[config.mk]
export PLATFORM = sky130hd
export DESIGN_NAME = etac_top
export DESIGN_NICKNAME = d
export VERILOG_FILES = /design/src/etac_top.v
export VERILOG_INCLUDE_DIRS = /design/src
export SDC_FILE = /design/constraint.sdc
export NUM_CORES = 1
export LEC_CHECK = 0
export ABC_AREA = 0
export BUFFER_PORTS_ARGS = -buffer_cell sky130_fd_sc_hd__clkbuf_2
export CAP_MARGIN = 20
export CORE_MARGIN = 1.5
export CORE_UTILIZATION = 28
export DETAILED_ROUTE_END_ITERATION = 8
export GPL_ROUTABILITY_DRIVEN = 0
export GPL_TIMING_DRIVEN = 0
export RECOVER_POWER = 100
export SLEW_MARGIN = 30
export SYNTH_ARGS = -nofsm -noshare
export SYNTH_HDL_FRONTEND = slang
export SYNTH_SLANG_ARGS = --single-unit
export TNS_END_PERCENT = 100
[constraint.sdc]
create_clock -name CLOCK_I -period 6.5 [get_ports CLOCK_I]
set_input_delay 0.65 -clock CLOCK_I [delete_from_list [all_inputs] [get_ports CLOCK_I]]
set_output_delay 0.65 -clock CLOCK_I [all_outputs]
set_load 0.005 [all_outputs]
[src/etac_regs.vh]
// Constants for the external trigger acquisition sequencer
`ifndef ETAC_REGS_VH
`define ETAC_REGS_VH
`define ETAC_CLK_HZ         40000000
`define ETAC_MODE_NORMAL    2'h0
`define ETAC_MODE_SOFT      2'h1
`define ETAC_MODE_SYNC      2'h2
`define ETAC_MODE_HARD      2'h3
`define ETAC_CONV_FAST      2'h0
`define ETAC_CONV_MID       2'h1
`define ETAC_CONV_SLOW      2'h2
// Integration times in microseconds, code order 0..3
`define ETAC_T_FAST0_US     4400
`define ETAC_T_FAST1_US     13300
`define ETAC_T_FAST2_US     27500
`define ETAC_T_FAST3_US     67500
`define ETAC_T_MID0_US      8800
`define ETAC_T_MID1_US      27500
`define ETAC_T_MID2_US      55000
`define ETAC_T_MID3_US      137500
`define ETAC_T_SLOW0_US     44000
`define ETAC_T_SLOW1_US     133000
`define ETAC_T_SLOW2_US     275000
`define ETAC_T_SLOW3_US     675000
`define ETAC_CYC_PER_US     (`ETAC_CLK_HZ / 1000000)
`define ETAC_FREE_US        4400
`define ETAC_XFER_CYC       16
`endif

[src/etac_top.v]
// External trigger acquisition sequencer for a detector array
`timescale 1ns/1ps
`include "etac_regs.vh"
module etac_top (
    input  wire       CLOCK_I,       // 40 MHz clock
    input  wire       SRST_I,        // Synchronous reset, active high
    input  wire [1:0] MODE_I,        // Acquisition mode select
    input  wire [1:0] CONV_I,        // Converter speed option
    input  wire       JMP_PAIR12_I,  // Jumper pins 1-2 shorted
    input  wire       JMP_PAIR34_I,  // Jumper pins 3-4 shorted
    input  wire       TRIG_SYNC_I,   // Synchronisation trigger pin
    input  wire       TRIG_HARD_I,   // Hardware trigger pin
    input  wire       TRIG_SOFT_I,   // Software level trigger pin
    output reg        CLEAR_O,       // Array clear pulse
    output reg        INTEG_O,       // Array integrating
    output reg        XFER_O,        // Scan handed to host, pulse per cycle
    output reg        SCAN_DONE_O,   // One pulse per delivered scan
    output reg        BUSY_O         // Not idle
);
    localparam ST_IDLE  = 2'h0;
    localparam ST_CLEAR = 2'h1;
    localparam ST_INTEG = 2'h2;
    localparam ST_XFER  = 2'h3;

    // Cycles for a period code and converter option
    function [31:0] period_cyc;
        input [1:0] conv;
        input [1:0] code;
        reg   [31:0] us;
        begin
            us = `ETAC_T_FAST0_US;
            case ({conv, code})
                4'h0: us = `ETAC_T_FAST0_US;
                4'h1: us = `ETAC_T_FAST1_US;
                4'h2: us = `ETAC_T_FAST2_US;
                4'h3: us = `ETAC_T_FAST3_US;
                4'h4: us = `ETAC_T_MID0_US;
                4'h5: us = `ETAC_T_MID1_US;
                4'h6: us = `ETAC_T_MID2_US;
                4'h7: us = `ETAC_T_MID3_US;
                4'h8: us = `ETAC_T_SLOW0_US;
                4'h9: us = `ETAC_T_SLOW1_US;
                4'hA: us = `ETAC_T_SLOW2_US;
                4'hB: us = `ETAC_T_SLOW3_US;
                default: us = `ETAC_T_SLOW3_US;
            endcase
            period_cyc = us * `ETAC_CYC_PER_US;
        end
    endfunction

    // Whether an idle sequencer starts a scan in the given mode
    function idle_go;
        input [1:0] mode;
        input       s_edge;
        input       h_edge;
        begin
            case (mode)
                `ETAC_MODE_NORMAL: idle_go = 1'b1;
                `ETAC_MODE_SOFT:   idle_go = 1'b1;
                `ETAC_MODE_SYNC:   idle_go = s_edge;
                `ETAC_MODE_HARD:   idle_go = h_edge;
                default:           idle_go = 1'b0;
            endcase
        end
    endfunction

    // Bit positions of the pins in the synchroniser bank
    localparam IDX_SYNC = 0;
    localparam IDX_HARD = 1;
    localparam IDX_SOFT = 2;
    localparam IDX_J34  = 3;
    localparam IDX_J12  = 4;

    // Two-stage synchronisers for every pin input
    localparam NSYNC = 5;
    wire [NSYNC-1:0] pin_raw = {JMP_PAIR12_I, JMP_PAIR34_I, TRIG_SOFT_I,
                                TRIG_HARD_I, TRIG_SYNC_I};
    reg  [NSYNC-1:0] meta_q;
    reg  [NSYNC-1:0] sync_q;
    reg  [NSYNC-1:0] prev_q;
    genvar g;
    generate
        for (g = 0; g < NSYNC; g = g + 1) begin : g_sync
            always @(posedge CLOCK_I) begin
                if (SRST_I) begin
                    meta_q[g] <= 1'b0;
                    sync_q[g] <= 1'b0;
                    prev_q[g] <= 1'b0;
                end else begin
                    meta_q[g] <= pin_raw[g];
                    sync_q[g] <= meta_q[g];
                    prev_q[g] <= sync_q[g];
                end
            end
        end
    endgenerate

    wire       sync_edge = sync_q[IDX_SYNC] & ~prev_q[IDX_SYNC];
    wire       hard_edge = sync_q[IDX_HARD] & ~prev_q[IDX_HARD];
    wire       soft_lvl  = sync_q[IDX_SOFT];
    wire [1:0] jmp_code  = {sync_q[IDX_J12], sync_q[IDX_J34]};

    reg [1:0]  state_q;
    reg [1:0]  state_d;
    reg [31:0] cnt_q;
    reg [31:0] cnt_d;
    reg [1:0]  mode_q;
    reg        clear_d;
    reg        integ_d;
    reg        xfer_d;
    reg        done_d;

    // Idle decides on the live mode, so no stale mode starts a scan after reset
    wire [1:0] mode_now = (state_q == ST_IDLE) ? MODE_I : mode_q;

    always @* begin
        state_d = state_q;
        cnt_d   = cnt_q + 32'h1;
        clear_d = 1'b0;
        integ_d = 1'b0;
        xfer_d  = 1'b0;
        done_d  = 1'b0;
        case (state_q)
            ST_IDLE: begin
                cnt_d = 32'h0;
                if (idle_go(mode_now, sync_edge, hard_edge)) begin
                    state_d = ST_CLEAR;
                end
            end
            ST_CLEAR: begin
                clear_d = 1'b1;
                cnt_d   = 32'h0;
                state_d = ST_INTEG;
            end
            ST_INTEG: begin
                integ_d = 1'b1;
                case (mode_q)
                    `ETAC_MODE_SYNC: begin
                        cnt_d = 32'h0;
                        if (sync_edge) begin
                            state_d = ST_XFER;
                        end
                    end
                    `ETAC_MODE_HARD: begin
                        // Edges here are ignored, missed acquisitions are the user's
                        if (cnt_q + 32'h1 >= period_cyc(CONV_I, jmp_code)) begin
                            state_d = ST_XFER;
                        end
                    end
                    default: begin
                        if (cnt_q + 32'h1 >= `ETAC_FREE_US * `ETAC_CYC_PER_US) begin
                            state_d = ST_XFER;
                        end
                    end
                endcase
                if (state_d == ST_XFER) begin
                    cnt_d = 32'h0;
                end
            end
            ST_XFER: begin
                // Software mode only forwards while the level is high
                xfer_d = (mode_q != `ETAC_MODE_SOFT) | soft_lvl;
                if (cnt_q == `ETAC_XFER_CYC - 1) begin
                    done_d  = xfer_d;
                    cnt_d   = 32'h0;
                    if (mode_q == `ETAC_MODE_HARD) begin
                        state_d = ST_IDLE;
                    end else begin
                        state_d = ST_CLEAR;
                    end
                end
            end
            default: state_d = ST_IDLE;
        endcase
    end

    always @(posedge CLOCK_I) begin
        if (SRST_I) begin
            state_q     <= ST_IDLE;
            cnt_q       <= 32'h0;
            mode_q      <= 2'h0;
            CLEAR_O     <= 1'b0;
            INTEG_O     <= 1'b0;
            XFER_O      <= 1'b0;
            SCAN_DONE_O <= 1'b0;
            BUSY_O      <= 1'b0;
        end else begin
            // Mode change only takes effect while idle to avoid torn scans
            if (state_q == ST_IDLE) begin
                mode_q <= MODE_I;
            end
            state_q     <= state_d;
            cnt_q       <= cnt_d;
            CLEAR_O     <= clear_d;
            INTEG_O     <= integ_d;
            XFER_O      <= xfer_d;
            SCAN_DONE_O <= done_d;
            // Held through the last transfer cycle so idle never overlaps data
            BUSY_O      <= (state_q != ST_IDLE) | (state_d != ST_IDLE);
        end
    end
endmodule

[Yosys cells after proc, flatten, opt, wreduce, memory -nomap -nowiden]
Memories as Yosys holds them, arrays and structs flattened.
Index checks and enable logic that the tools add are counted.
Word-level totals
  logic and storage cells: 72
  output and inout port bits: 5
  register bits: 53
  input bits: 11
  memories kept: 1
  memory bits (read-only): 576
Memories
  (name not given): depth 16, bits a word 36, rd ports 1, clocked after Yosys merged registers in 0, wr ports 0, RTL line etac_top.v:32  | case ({conv, code})
Operators by class
  $lt $le $gt $ge: 2
  add/sub/neg operators: 1
  equality and inequality tests: 11
  reductions and logical operators: 8
  multiplexer cells: 20
  $mul: 1
  bitwise gates (word level): 8
Operator list (count)
  32-bit 2-to-1 mux: 5
  32-bit case mux with 3 select lines: 1
  32-bit by 1-bit adder with 32-bit output (second input constant): 1
  32-bit by 4-bit == test with 1-bit output (second input constant): 1
  32-bit by 18-bit greater-or-equal comparator with 1-bit output (second input constant): 1
  32-bit greater-or-equal comparator: 1
  32-bit by 3-bit multiplier with 29-bit output (second input constant): 1
  2-bit == test (second input constant): 7
  2-bit 2-to-1 mux: 7
  2-bit case mux with 4 select lines: 1
  2-bit OR reduction: 3
  2-bit by 1-bit == test with 1-bit output (second input constant): 2
  2-bit logical NOT: 2
  1-bit 2-to-1 mux: 4
  1-bit NOT: 4
  2-bit case mux with 2 select lines: 1
  2-bit nonzero test: 2
  1-bit case mux with 3 select lines: 1
  3-bit OR reduction: 1
  1-bit bitwise AND: 2
  2-bit by 1-bit inequality test with 1-bit output (second input constant): 1
  1-bit OR: 2

[Logic depth before layout (Yosys ltp)]
  word-level depth: 11
  gate-level depth with buffers: 26
  depth with buffers taken out: 25

[Worst setup path before layout]
No wires, ideal clock.
  path type: input-to-reg
  start: input CONV_I[1]
  end: register cnt_q[10]
  buffers on the path: 3
  arrival: 5095 ps
  cell stages on the path: 23
  path slack: 1347 ps
  library setup time: 58 ps
  data required time: 6442 ps
  cells stage by stage: clkbuf_1 buf_1 a31oi_1 ha_1 ha_1 fa_1 a21o_1 a21boi_0 o21ai_0 a31oi_1 a21oi_1 a21o_1 a21oi_1 xnor2_1 ha_1 a211oi_1 o21ai_0 a21oi_1 o21a_1 o211ai_1 o21ai_2 clkbuf_1 o21a_1
On the way
  word-level cells in the longest chain between the ends: 11
RTL lines
  start, declared: RTL line etac_top.v:8  | input wire [1:0] CONV_I,
  memory read 16 x 36 bit
  32-bit 2-to-1 mux: RTL line etac_top.v:137  | case (mode_q)
  32-bit 2-to-1 mux: RTL line etac_top.v:123  | case (state_q)
  32-bit by 3-bit multiplier with 29-bit output (no line)
  32-bit greater-or-equal comparator: RTL line etac_top.v:146  | if (cnt_q + 32'h1 >= period_cyc(CONV_I, jmp_code)) begin
  2-bit 2-to-1 mux: RTL line etac_top.v:146
  2-bit case mux with 2 select lines: RTL line etac_top.v:137
  2-bit 2-to-1 mux: RTL line etac_top.v:123
  2-bit == test: RTL line etac_top.v:156  | if (state_d == ST_XFER) begin
  32-bit 2-to-1 mux: RTL line etac_top.v:156
  32-bit case mux with 3 select lines: RTL line etac_top.v:123
  end signal, assigned: RTL line etac_top.v:193  | cnt_q <= cnt_d;
  end, declared: RTL line etac_top.v:105  | reg [31:0] cnt_q;
Every way passes these cells. The select of a mux whose other input is x is not followed.
A chain may end at the register's enable or synchronous reset.

[Worst setup path after layout]
  start: input CONV_I[1]
  end: register cnt_q[6]
Same word-level chain as after synthesis.

==> impl_metrics.ini <==
[grt]
globalRoute.busiestLayer = met2
grt.total_usage_pct = 12.45
grtUsageMet3_pct = 2.106
gr-usage-met2_pct = 19.76
grt.overflow.total = 0
gr-usage-met1_pct = 17.73
antenna_found_initial = 0
grt_max_degree = 17
first_global_vias = 3480
grt_pass1_wl_mm = 16.83

[power_and_ir_drop]
p_per_area_nw_per_um2 = 179.1
ir_worst_vdd_v = 0.0001659
p_total_mw = 0.8908
p_leak_nw = 2.073

[route]
drc = 0
vias = 3746
ant_nets = 0
via_per_inst = 4.834
drt_iter0_drc = 189
wl_mm = 10.08
wire_per_inst_um = 13.00
drtPass1Iterations = 5

[yosys]
ys_types = 61
synth_async_sr_flop_share_pct = 0
seq_area_frac_synth_pct = 23.63
synth_area_um2 = 4491
ys_seq_elements = 53
synth_edf_count = 0
syn-mean-instance-area_um2 = 8.378
ys.flop_type = dfxtp_1
syn_inst = 536
syn_nets = 612
yosysWarnings = 0

[sta]
finClkSkew_ns = 0.005075
max_clock_freq_mhz = 166.9
slew_headroom_pct = 47.29
setup_slack_ns = 0.5078
rsz0062_at_grt = false
fin_crit_sh_pct = 92.19
setup-violations-final = 0
setup-tns-final_ns = 0
finalCriticalPeriod_ns = 5.992
tightestPinTransition_ns = 0.7834
hold_viol = 0
timing.hold.ws_ns = 0.4371
slew_violations = 0

[layout]
seqCellArea_um2 = 1061
area_delta_synth_final_pct = 10.78
n_antenna_cell = 0
layout.nets = 634
multi_input_area_um2 = 3173
fillers = 1722
post-route-cell-area_um2 = 4975
drive_gt1_share_pct = 9.123
layout_common_cells = ha_1 (64), dfxtp_1 (53), nor2_1 (46), nand2_1 (38), a21oi_1 (28)
mostFrequentLayoutCell = ha_1

[placed_design]
pre_cts_slack_ns = 0.2244
portBuffers = 15
hpwl_mm = 8.014
placed_area_um2 = 4836

[clock_network]
cts_max_path_buffers = 2
clk_pin_slew_ns = 0.07
cts_hold_buf = 0
numCtsBuffers = 5
post_cts_resized = 0
clkSinkCount = 53
cts_tree = built
cts_max_level = 2
cts_root_buf = clkbuf_16
insertion_delay_ns = 0.30
cts_setup_buffers = 0

[floorplanning]
std_cell_rows = 46
floorplan.initialDensity_pct = 28.48
core_um2 = 15770
fp.dieW_um = 129.6
die-area_um2 = 16810
die_h_um = 129.6
io_pins = 16

[worst_setup_path]
crit_required_ns = 6.74
start_kind = primary input
worstSetupEndpointType = register
arrival_ns = 6.23
path_class = in -> reg
path_max_fanout = 10

[flow_run]
maxCapViolations = 0

[min_path]
hp-class = reg -> reg

[status]
status = complete, no violations
[per-layer routing]
metal,up-vias,part of all wire (%),wire (um)
met3,10,4.8,486
met4,0,0.75,76
met5,-,0,0
met2,94,43,4367
met1,1667,51,5147
li1,1975,-,-
[cells by family after synthesis]
| family | Yosys count | synth area share [%] |
|---|---|---|
| buffers and inverters | 43 | 5.210 |
| AND/OR/NAND/NOR | 208 | 25.61 |
| adder cells (fa/ha/maj) | 65 | 18.28 |
| XOR/XNOR | 46 | 8.972 |
| AO/OA/AOI/OAI | 116 | 17.14 |
| flip-flops | 53 | 23.63 |
| multiplexers | 5 | 1.170 |
[final cells by class]
cell class	count	area share, %
multi-input cells	440	63.78
flip-flops and latches	53	21.33
well taps	216	5.433
plain buffers	23	3.119
clock buffers	6	2.591
inverters	20	1.509
repair buffers	15	1.459
clock inverters	2	0.7797
[sequential cells by signal, indices dropped and copies added, names as in the netlist]
signal and flops:
XFER_O 1, prev_q 2, soft_lvl 1, BUSY_O 1, CLEAR_O 1, cnt_q 32, sync_q 2, SCAN_DONE_O 1
mode_q 2, jmp_code 2, meta_q 5, state_q 2, INTEG_O 1
[worst max-delay path, stage by stage]
cell and delay [ns]:
clkbuf_2 0.16, clkbuf_1 0.34, clkbuf_1 0.42, a31oi_1 0.23, ha_1 0.35, ha_1 0.25
fa_1 0.42, a21o_1 0.21, a21boi_0 0.26, o21ai_0 0.17, a31oi_1 0.28, a21oi_1 0.13
a21o_1 0.19, a21oi_1 0.18, xnor2_1 0.14, ha_1 0.24, o21ai_0 0.26, nor2_1 0.08
o2111ai_1 0.14, o211ai_1 0.14, o21ai_2 0.36, clkbuf_1 0.44, o21a_1 0.18
[metrics by stage]
step | utilization (%) | std cells
finish | 31.55 | 775
CTS | 31.73 | 775
detailed placement | 30.66 | 767
global placement | 30.66 | 767
floorplan | - | 536
global route | 31.55 | 775
[cell usage after synthesis, drive strengths merged, types with 3 or more instances]
cell,count,area (um2)
and4,6,52.55
and3,6,37.54
nand3,15,75.07
inv,20,75.07
dfxtp,53,1061
o22ai,3,18.77
a211o,3,26.28
o211ai,5,37.54
a21oi,28,140.1
nand2b,6,37.54
o21a,22,165.2
mux2i,3,30.03
buf,15,125.1
or3,6,38.79
nand4,16,112.6
xor2,19,166.4
ha,64,800.8
a31oi,3,18.77
a21o,4,30.03
nor2,49,214.0
and2,6,37.54
nor2b,21,131.4
clkbuf,8,33.79
or2,3,18.77
nand2,38,142.6
o2111ai,3,26.28
o21ai,23,118.9
nor3,15,75.07
o31ai,3,22.52
nor4,16,136.4
a211oi,5,37.54
xnor2,27,236.5
[report_power, final]
part	switching [mW]	internal, mW
clock	0.121	0.183
combinational	0.137	0.101
sequential	0.0121	0.338
[path summary, 6_finish.rpt]
check	startpoint	endpoint	slack (ns)	cells past startpoint
min	meta_q[2]$_SDFF_PP0_	soft_lvl$_SDFF_PP0_	0.44	1
max	CONV_I[1]	cnt_q[6]$_SDFF_PP0_	0.51	23
max reg2reg	jmp_code[0]$_SDFF_PP0_	cnt_q[6]$_SDFF_PP0_	0.73	23
min reg2reg	meta_q[2]$_SDFF_PP0_	soft_lvl$_SDFF_PP0_	0.44	1
(Power assumes the default switching activity.)
